[src/hdl/mpv_defs.vh]
// Constants for the shared-pin value registers
`ifndef MPV_DEFS_VH
`define MPV_DEFS_VH

// ****************************************
// Register indices (byte address = 4 x index)
// ****************************************
`define MPV_OUT_BASE  16'hf520
`define MPV_IN_BASE   16'hf530
`define MPV_CFG_BASE  16'hf510

// ****************************************
// Reset values
// ****************************************
`define MPV_OUT_RST   1'b0
`define MPV_IN_RST    1'b0
`define MPV_CFG_RST   4'h0

// ****************************************
// Field positions
// ****************************************
`define MPV_LEVEL_BIT 0
`define MPV_SEL_BIT   0
`define MPV_FN_MSB    3
`define MPV_FN_LSB    1

// ****************************************
// Function select codes
// ****************************************
`define MPV_FN_GPIN   3'h0
`define MPV_FN_CTRL   3'h1
`define MPV_FN_PDM    3'h4

`endif

[src/hdl/mpv_top.v]
// APB register block for fourteen shared pins
`timescale 1ns/1ns
`include "mpv_defs.vh"
module mpv_top #(
   parameter NPIN = 14
) (
   input  wire              mclk,
   input  wire              rstn,
   input  wire              ce,
   input  wire              psel,
   input  wire              penable,
   input  wire              pwrite,
   input  wire [17:0]       paddr,
   input  wire [31:0]       pwdata,
   input  wire [3:0]        pstrb,
   output wire              pready,
   output wire              pslverr,
   output reg  [31:0]       prdata,
   input  wire [NPIN-1:0]   shared_pin,
   output wire [NPIN-1:0]   core_level,
   output wire [NPIN-1:0]   multipurpose_select,
   output wire [3*NPIN-1:0] pin_function_select
);

   // ****************************************
   // Address decode
   // ****************************************
   localparam [15:0] NPIN_W = NPIN;

   wire [15:0] idx     = paddr[17:2];
   wire [15:0] off_out = idx - `MPV_OUT_BASE;
   wire [15:0] off_in  = idx - `MPV_IN_BASE;
   wire [15:0] off_cfg = idx - `MPV_CFG_BASE;
   // Wrap-around makes indices below a base fail the compare as well
   wire        hit_out = off_out < NPIN_W;
   wire        hit_in  = off_in  < NPIN_W;
   wire        hit_cfg = off_cfg < NPIN_W;
   wire        hit     = hit_out | hit_in | hit_cfg;

   // ****************************************
   // APB handshake
   // ****************************************
   // Read data is captured one edge ahead, so the access phase answers
   // at once; with ce low nothing moves and pready stays low.
   reg  cap_r;
   wire acc_done = psel & penable & cap_r & ce;
   wire wr_acc   = acc_done & pwrite & pstrb[0] & hit;

   assign pready  = cap_r & ce;
   assign pslverr = cap_r & ce & ~hit;

   always @(posedge mclk or negedge rstn) begin
      if (!rstn)
         cap_r <= 1'b0;
      else if (ce)
         cap_r <= psel & ~(penable & cap_r);
   end

   // ****************************************
   // Per-pin storage
   // ****************************************
   wire [4*NPIN-1:0] cfg_all;
   wire [NPIN-1:0]   forced_all;
   wire [NPIN-1:0]   sampled_all;

   genvar i;
   generate
      for (i = 0; i < NPIN; i = i + 1) begin : g_pin
         localparam [15:0] PI = i;
         wire cfg_we = wr_acc & hit_cfg & (off_cfg == PI);
         wire out_we = wr_acc & hit_out & (off_out == PI);
         mpv_pin u_pin (
            .mclk      (mclk),
            .rstn      (rstn),
            .ce        (ce),
            .pin_raw   (shared_pin[i]),
            .cfg_we    (cfg_we),
            .out_we    (out_we),
            .wdata     (pwdata[3:0]),
            .cfg_r     (cfg_all[4*i +: 4]),
            .forced_r  (forced_all[i]),
            .sampled_r (sampled_all[i]),
            .core_r    (core_level[i])
         );
         assign multipurpose_select[i]      = cfg_all[4*i+`MPV_SEL_BIT];
         assign pin_function_select[3*i +: 3] =
            cfg_all[4*i+`MPV_FN_LSB +: 3];
      end
   endgenerate

   // ****************************************
   // Read path
   // ****************************************
   // Writes to input-value indices hit but store nothing
   reg [31:0] rd_nxt;

   always @* begin
      rd_nxt = 32'h0000_0000;
      if (hit_out)
         rd_nxt[`MPV_LEVEL_BIT] = forced_all[off_out[3:0]];
      else if (hit_in)
         rd_nxt[`MPV_LEVEL_BIT] = sampled_all[off_in[3:0]];
      else if (hit_cfg)
         rd_nxt[3:0] = cfg_all[{off_cfg[3:0], 2'b00} +: 4];
   end

   always @(posedge mclk or negedge rstn) begin
      if (!rstn)
         prdata <= 32'h0000_0000;
      else if (ce && psel && !cap_r)
         prdata <= rd_nxt;
   end

endmodule

[src/hdl/mpv_pin.v]
// One shared pin: configuration, forced level, sampled level, core level
`timescale 1ns/1ns
`include "mpv_defs.vh"
module mpv_pin (
   input  wire       mclk,
   input  wire       rstn,
   input  wire       ce,
   input  wire       pin_raw,
   input  wire       cfg_we,
   input  wire       out_we,
   input  wire [3:0] wdata,
   output reg  [3:0] cfg_r,
   output reg        forced_r,
   output reg        sampled_r,
   output reg        core_r
);

   // ****************************************
   // Pin synchroniser
   // ****************************************
   reg sync1_r;
   reg sync2_r;

   always @(posedge mclk or negedge rstn) begin
      if (!rstn) begin
         sync1_r <= 1'b0;
         sync2_r <= 1'b0;
      end else if (ce) begin
         sync1_r <= pin_raw;
         sync2_r <= sync1_r;
      end
   end

   // ****************************************
   // Mode decode
   // ****************************************
   wire [2:0] fn      = cfg_r[`MPV_FN_MSB:`MPV_FN_LSB];
   wire       mp_en   = cfg_r[`MPV_SEL_BIT];
   wire       ctrl_md = mp_en && (fn == `MPV_FN_CTRL);
   wire       in_md   = mp_en && (fn == `MPV_FN_GPIN || fn == `MPV_FN_CTRL
                                  || fn == `MPV_FN_PDM);
   reg        ovr_r;
   reg        core_nxt;

   always @* begin
      core_nxt = 1'b0;
      if (ctrl_md)
         core_nxt = ovr_r ? forced_r : sync2_r;
      else if (in_md)
         core_nxt = sync2_r;
   end

   // ****************************************
   // State
   // ****************************************
   always @(posedge mclk or negedge rstn) begin
      if (!rstn) begin
         cfg_r     <= `MPV_CFG_RST;
         forced_r  <= `MPV_OUT_RST;
         sampled_r <= `MPV_IN_RST;
         ovr_r     <= 1'b0;
         core_r    <= 1'b0;
      end else if (ce) begin
         if (cfg_we)
            cfg_r <= wdata;
         if (out_we)
            forced_r <= wdata[`MPV_LEVEL_BIT];
         // Override lasts until the pin leaves control-port mode
         if (!ctrl_md)
            ovr_r <= 1'b0;
         else if (out_we)
            ovr_r <= 1'b1;
         // Held value survives leaving input mode; primary use ignores it
         if (in_md)
            sampled_r <= sync2_r;
         core_r <= core_nxt;
      end
   end

endmodule

[config.mk]
export PLATFORM = sky130hd
export DESIGN_NAME = mpv_top
export DESIGN_NICKNAME = d
export VERILOG_FILES = /design/src/hdl/mpv_top.v /design/src/hdl/mpv_pin.v
export VERILOG_INCLUDE_DIRS = /design/src /design/src/hdl
export SDC_FILE = /design/constraint.sdc
export NUM_CORES = 1
export LEC_CHECK = 0
export BUFFER_PORTS_ARGS = -buffer_cell sky130_fd_sc_hd__buf_4
export CAP_MARGIN = 20
export CORE_ASPECT_RATIO = 0.7
export CORE_MARGIN = 3
export CORE_UTILIZATION = 55
export CTS_CLUSTER_DIAMETER = 150
export DETAILED_ROUTE_END_ITERATION = 8
export PLACE_DENSITY = 0.88
export SYNTH_ARGS = -nofsm -noshare
export SYNTH_HDL_FRONTEND = slang
export SYNTH_SLANG_ARGS = --single-unit
export TNS_END_PERCENT = 1
[constraint.sdc]
create_clock -name mclk -period 3.66 [get_ports mclk]
set_input_delay 0.366 -clock mclk [delete_from_list [all_inputs] [get_ports mclk]]
set_output_delay 0.366 -clock mclk [all_outputs]
set_load 0.01 [all_outputs]
# Yosys cells after proc, flatten, opt, wreduce, memory -nomap -nowiden
# Cells that the tools add are included.
[word_totals] regBits=145 input_bits=74 output_inout_bits=104 elab_cells=431
[classes] n_addsub=3 n_lt_le_gt_ge=5 eq_ne=68 shift=1 mux=79 n_bitwise=44 reduce_logical=131
[ops] operator="$eq 16x4->1 const B" count=12
[ops] operator="$eq 16x3->1 const B" count=8
[ops] operator="$reduce_and 2->1" count=56
[ops] operator="$mux 1" count=74
[ops] operator="$eq 16x2->1 const B" count=4
[ops] operator="$shiftx 56x7->4" count=1
[ops] operator="$lt 16x4->1 const B" count=3
[ops] operator="$sub 16x16->16 const B" count=3
[ops] operator="$eq 3x1->1 const B" count=14
[ops] operator="$eq 3x3->1 const B" count=14
[ops] operator="$logic_not 3->1" count=14
[ops] operator="$and 1x1->1" count=40
[ops] operator="$eq 16x1->1 const B" count=2
[ops] operator="$logic_not 16->1" count=2
[ops] operator="$logic_and 1x1->1" count=30
[ops] operator="$logic_or 1x1->1" count=28
[ops] operator="$ne 2x2->1 const B" count=14
[ops] operator="$lt 4x5->1 const B" count=2
[ops] operator="$bmux 1 s4" count=2
[ops] operator="$mux 3" count=2
[ops] operator="$mux 4" count=1
[ops] operator="$not 1->1" count=2
[ops] operator="$or 1x1->1" count=2
[ops] operator="$logic_not 1->1" count=1

# Longest topological paths before layout
[logic_depth] depth_word=10 ltp_mapped=12 mapped_depth_nobuf=9

# Modules after synthesis
# Synthesis repeated with hierarchy kept, for this count alone.
[hier_totals] hier_cells=729 hier_area_um2=8588.2
[modules_own_cells] mod="mpv_pin" instances=14 cells_per_inst=32 area_each_um2=452.9 seq_area_each_um2=250.2
[modules_own_cells] mod="mpv_top" instances=1 cells_per_inst=281 area_each_um2=2247.2 seq_area_each_um2=125.1

# Worst setup path before layout
# No wires, ideal clock.
[synth_path] path_type="input -> register" start="input port paddr[8]" end="register g_pin[7].u_pin.cfg_r[0]" setup_ns=0.128 arrival_ns=3.085 t_required_ns=3.532 path_slack_ns=0.447 cell_stages=11 path_buffers=2 cell_sequence="clkbuf_1 > inv_1 > ha_1 > a21boi_1 > a2111oi_0 > nand3_1 > xor2_1 > nand4_4 > buf_4 > nor3_4 > mux2_1"
[synth_between] elab_chain_len=8 word_cells_on_any_way=13 cone_classes="3 x add/sub; 3 x order compare; 1 x eq/ne; 5 x bitwise; 1 x reduce/logical"
[synth_lines] item="start, declared" line_no="mpv_top.v:13" text="input wire [17:0] paddr,"
[synth_lines] item="$sub 16x16->16 (no line)"
[synth_lines] item="$lt 16x4->1 (on tied branches)" line_no="mpv_top.v:35, mpv_top.v:36"
[synth_lines] item="$or 1x1->1 (2 in a row)" line_no="mpv_top.v:38" text="wire hit = hit_out | hit_in | hit_cfg;"
[synth_lines] item="$and 1x1->1" line_no="mpv_top.v:47" text="wire wr_acc = acc_done & pwrite & pstrb[0] & hit;"
[synth_lines] item="$and 1x1->1" line_no="mpv_top.v:70" text="wire cfg_we = wr_acc & hit_cfg & (off_cfg == PI);"
[synth_lines] item="$and 1x1->1 (*)" line_no="mpv_top.v:70"
[synth_lines] item="$reduce_and 2->1 (no line) (*)"
[synth_lines] item="end signal, assigned" line_no="mpv_pin.v:58" text="cfg_r <= `MPV_CFG_RST;"
[synth_lines] item="end signal, assigned" line_no="mpv_pin.v:65" text="cfg_r <= wdata;"
[synth_lines] item="end, declared" line_no="mpv_pin.v:12" text="output reg [3:0] cfg_r,"
# Mark *: on every way between the ends. The rest lies on a longest branch, timed or not.
# A chain may end at the register's enable or synchronous reset.

# Worst setup path in the final report
[layout_path] start="input port paddr[8]" end="output port pslverr"
[layout_between] elab_chain_len=6 word_cells_on_any_way=10 cone_classes="3 x add/sub; 3 x order compare; 4 x bitwise"
[layout_lines] item="$sub 16x16->16 (no line)"
[layout_lines] item="$lt 16x4->1 (on tied branches)" line_no="mpv_top.v:35, mpv_top.v:36"
[layout_lines] item="$or 1x1->1" line_no="mpv_top.v:38"
[layout_lines] item="$or 1x1->1 (*)" line_no="mpv_top.v:38"
[layout_lines] item="$not 1->1 (*)" line_no="mpv_top.v:50" text="assign pslverr = cap_r & ce & ~hit;"
[layout_lines] item="$and 1x1->1 (*)" line_no="mpv_top.v:50"
[layout_lines] item="end, declared" line_no="mpv_top.v:17" text="output wire pslverr,"
# Marks and branches as above.

==> metrics.txt <==
Core Area=around 14000 um2; critical path peak fanout=12; Clock Skew=0.003446 ns; worst setup path category=input pin to primary output; Antenna Nets Post-Route=0; DR vias/cell=between 6 and 7; HP Start=shared_pin[7]; dpl hpwl=around 14000 um; Synth Register Bits=145; total grt overflow=0; H-tree depth=4; Die ar.=about 16000 um2; Max VDD drop=299.2 uV; Max Cap Viol=0; Worst Path Arrival=about 2.7 ns; RePlAce Congestion=a little over 0.9; wire per inst=between 20 and 25 um; clock transition at the registers of the reported paths=around 0.060 ns; die width=~150 um; worst hold path class=input pin to flop; r2r setup slk=around 1.4 ns; Initial DRC Count=around 700; RSZ-0062 raised after global routing=no; number of synthesized flops with an enable pin=0; Synth-to-Final Area Change=17.49%; Clock Path Buffers=2; syn avg cell area=roughly 11 um2; Root Driver=clkbuf_16; Inst Count DP=around 980; power density over the cells=401.0 nW/um2; DRC=0; area leader, netlist=dfrtp_1; CP max-delay cell=a211oi_1; Post-Synthesis Cells=between 700 and 800; Worst R2R Path Depth=7; Post-Route WL=about 21000 um; DR vias=6159; status=finished clean; # resized after CTS=0; Startpoint Class=input pin; first-pass GRT wire length=approximately 33000 um; Reg-to-Reg Start=cap_r; row cnt=36; worst hold endpoint=g_pin[7].u_pin.sync1_r; endpoints failing setup=0; worst-path cell chain=buf_4 > inv_1 > ha_1 > a211oi_1 > o221ai_1 > nor4_1 > a31oi_1 > a211oi_1 > and4b_1 > buf_4; Net count, final=around 900; share of the synthesized area in the top cell type=a little under half; critical path required time=around 3.3 ns; Worst-Skew Late Latency=about 0.42 ns; die extent in y=about 110 um; sequential fraction of the synthesis area=between 40 and 50%; layout cells sized above 1=about 33%; diodes inserted=0; Bufs and invs on worst path=3; ratio of final minimum period to clock period=between 80 and 90%; Synth area leaders=dfrtp_1, mux2_2, mux4_2; post-synthesis instance area=8046 um2; Initial Util=about 57%; Rel. slew slack=a little over half; io pins=between 150 and 200; fin cells=between 1000 and 1500; port buffer count=about 120; hold path depth=2; Crit path max-delay family=compound AO/OA/AOI/OAI gates; CP peak stage delay=about 0.47 ns; largest net degree at the start of global routing=between 80 and 90; initial antenna violation count=0; drt first pass iters=5; ys async rst share=100.0%; Slew @ Worst Pin=around 0.69 ns; FF+latch area=about 3600 um2; post-synth cell types=between 50 and 60; Ys Warns=0; worst reg2reg path endpoint=g_pin[6].u_pin.forced_r; LEAKAGE=approximately 0.0044 uW; setup TNS=0 ns; CTS Buf Count=17; top_reg_cell synth=dfrtp_1; fin. max-slew vios=0; multi-input combinational cell area=between 3000 and 4000 um2; # fillers=around 1100; Max Clk Rate=~320 MHz; Final Hold Viols=0; Setup crit end kind=primary output; TritonCTS clock tree=built; vias in the first global route=5919; GRT Total Usage=a little over a quarter; Sink Count=between 100 and 150; min cycle time layout=between 3 and 4 ns
-- through the flow --
step | setup slack [ns] | power (uW) | utilization (%) | cell area (um2) | hold WS (ns)
CTS | 0.5994 | 3807 | 67.06 | 9454 | 0.1617
detailed placement | 0.4550 | 2032 | 62.71 | 8841 | 0.4015
floorplan | 0.4474 | 1927 | - | 8148 | 0.07041
finish | 0.5660 | 3791 | 67.06 | 9454 | 0.1732
global route | 0.4287 | 3923 | 67.06 | 9454 | 0.1665
global placement | 0.5087 | 2024 | 62.71 | 8841 | 0.3968
-- worst max path at each step --
stage / cells after the start / slack, ns / startpoint / endpoint
2_1_floorplan: 11 / 0.45 / paddr[8] / g_pin[7].u_pin.cfg_r[0]
3_3_place_gp: 12 / 0.51 / paddr[8] / g_pin[3].u_pin.cfg_r[0]
3_5_place_dp: 12 / 0.45 / paddr[8] / g_pin[3].u_pin.cfg_r[0]
4_1_cts: 9 / 0.60 / paddr[8] / pslverr
5_1_grt: 10 / 0.43 / paddr[8] / pslverr
6_report: 10 / 0.57 / paddr[8] / pslverr
-- cells in the mapped netlist (18+ instances only) --
cell,number
dfrtp_1,145
mux2_2,85
inv_1,38
a21oi_1,51
clkbuf_1,25
mux2_1,28
nand3_1,27
nand2_1,30
buf_4,43
nand2b_1,22
nand3b_1,18
nor3_1,20
-- worst register-to-register path, delay by kind of cell, from the launching register on --
| family | cells | cell delay, ns |
|---|---|---|
| DFF | 1 | 0.36 |
| muxes | 1 | 0.39 |
| and+or+nand+nor | 6 | 1.42 |
-- cells by family after synthesis --
logic type / Yosys count / share of synthesized area, %
simple gates: 184 / 13.85
xor+xnor: 7 / 0.7619
fa+ha+maj: 3 / 0.4665
compound gates: 122 / 9.765
flops: 145 / 45.09
mux: 144 / 22.31
other cells: 1 / 0.04660
buf+inv: 120 / 7.697
-- what timing repair did --
action | in CTS | in global routing
hold buffers | 1 | 0
setup buffers | 0 | 0
endpoints found under the hold margin | 65 | 0
-- layer usage --
layer	GRT usage (%)	vias to the layer above	part of all wire, %
met3	6.802	32	8.7
met4	7.180	0	1.7
met5	0	-	0
li1	-	2742	-
met2	39.49	311	46
met1	38.20	3074	44
-- layout by cell type (no fill, tap or decap), types with 3 or more instances in the layout --
master	Yosys	final
nand3b_1	18	18
ha_1	3	3
bufinv_16	0	3
mux4_2	17	17
nand2_1	30	30
nand2b_1	22	22
a2bb2oi_1	14	14
dfrtp_1	145	145
and2_1	4	4
nor2_1	13	13
a21oi_1	51	51
or3_1	3	3
mux2_2	85	85
a211oi_1	4	4
mux2i_1	14	14
o22ai_1	17	17
conb_1	1	28
o31ai_1	4	4
clkbuf_8	0	3
nor4_1	4	4
nor3_1	20	20
a31oi_1	5	5
and3_1	5	5
clkbuf_16	0	17
o211ai_1	4	4
nor2b_1	17	17
mux2_1	28	28
inv_1	38	38
nor3_4	5	5
clkinv_2	0	5
xor2_1	5	5
nor3_2	7	7
o21ai_0	7	7
nand3_1	27	27
buf_4	43	120
-- flip-flops by register name, indices dropped and copies added (netlist names) --
signal / count
g_pin.u_pin.core_r: 14
g_pin.u_pin.forced_r: 14
g_pin.u_pin.sync1_r: 14
g_pin.u_pin.sync2_r: 14
g_pin.u_pin.sampled_r: 14
prdata: 4
g_pin.u_pin.ovr_r: 14
cap_r: 1
g_pin.u_pin.cfg_r: 56
-- area by class of cell --
type,instances,share of cell area (%)
multi-input cells,488,41.25
flip-flops and latches,145,38.38
repair buffers,123,9.966
clock buffers,21,4.976
well taps,190,2.515
inverters,38,1.509
clock inverters,10,1.403
-- report_power, final --
part	internal (uW)	switching, uW	total (uW)
Combinational	132	197	329
Clock	1120	663	1780
Sequential	1650	34.9	1680
Total	2900	894	3790
Note: power is estimated with default switching activity, not from simulation.
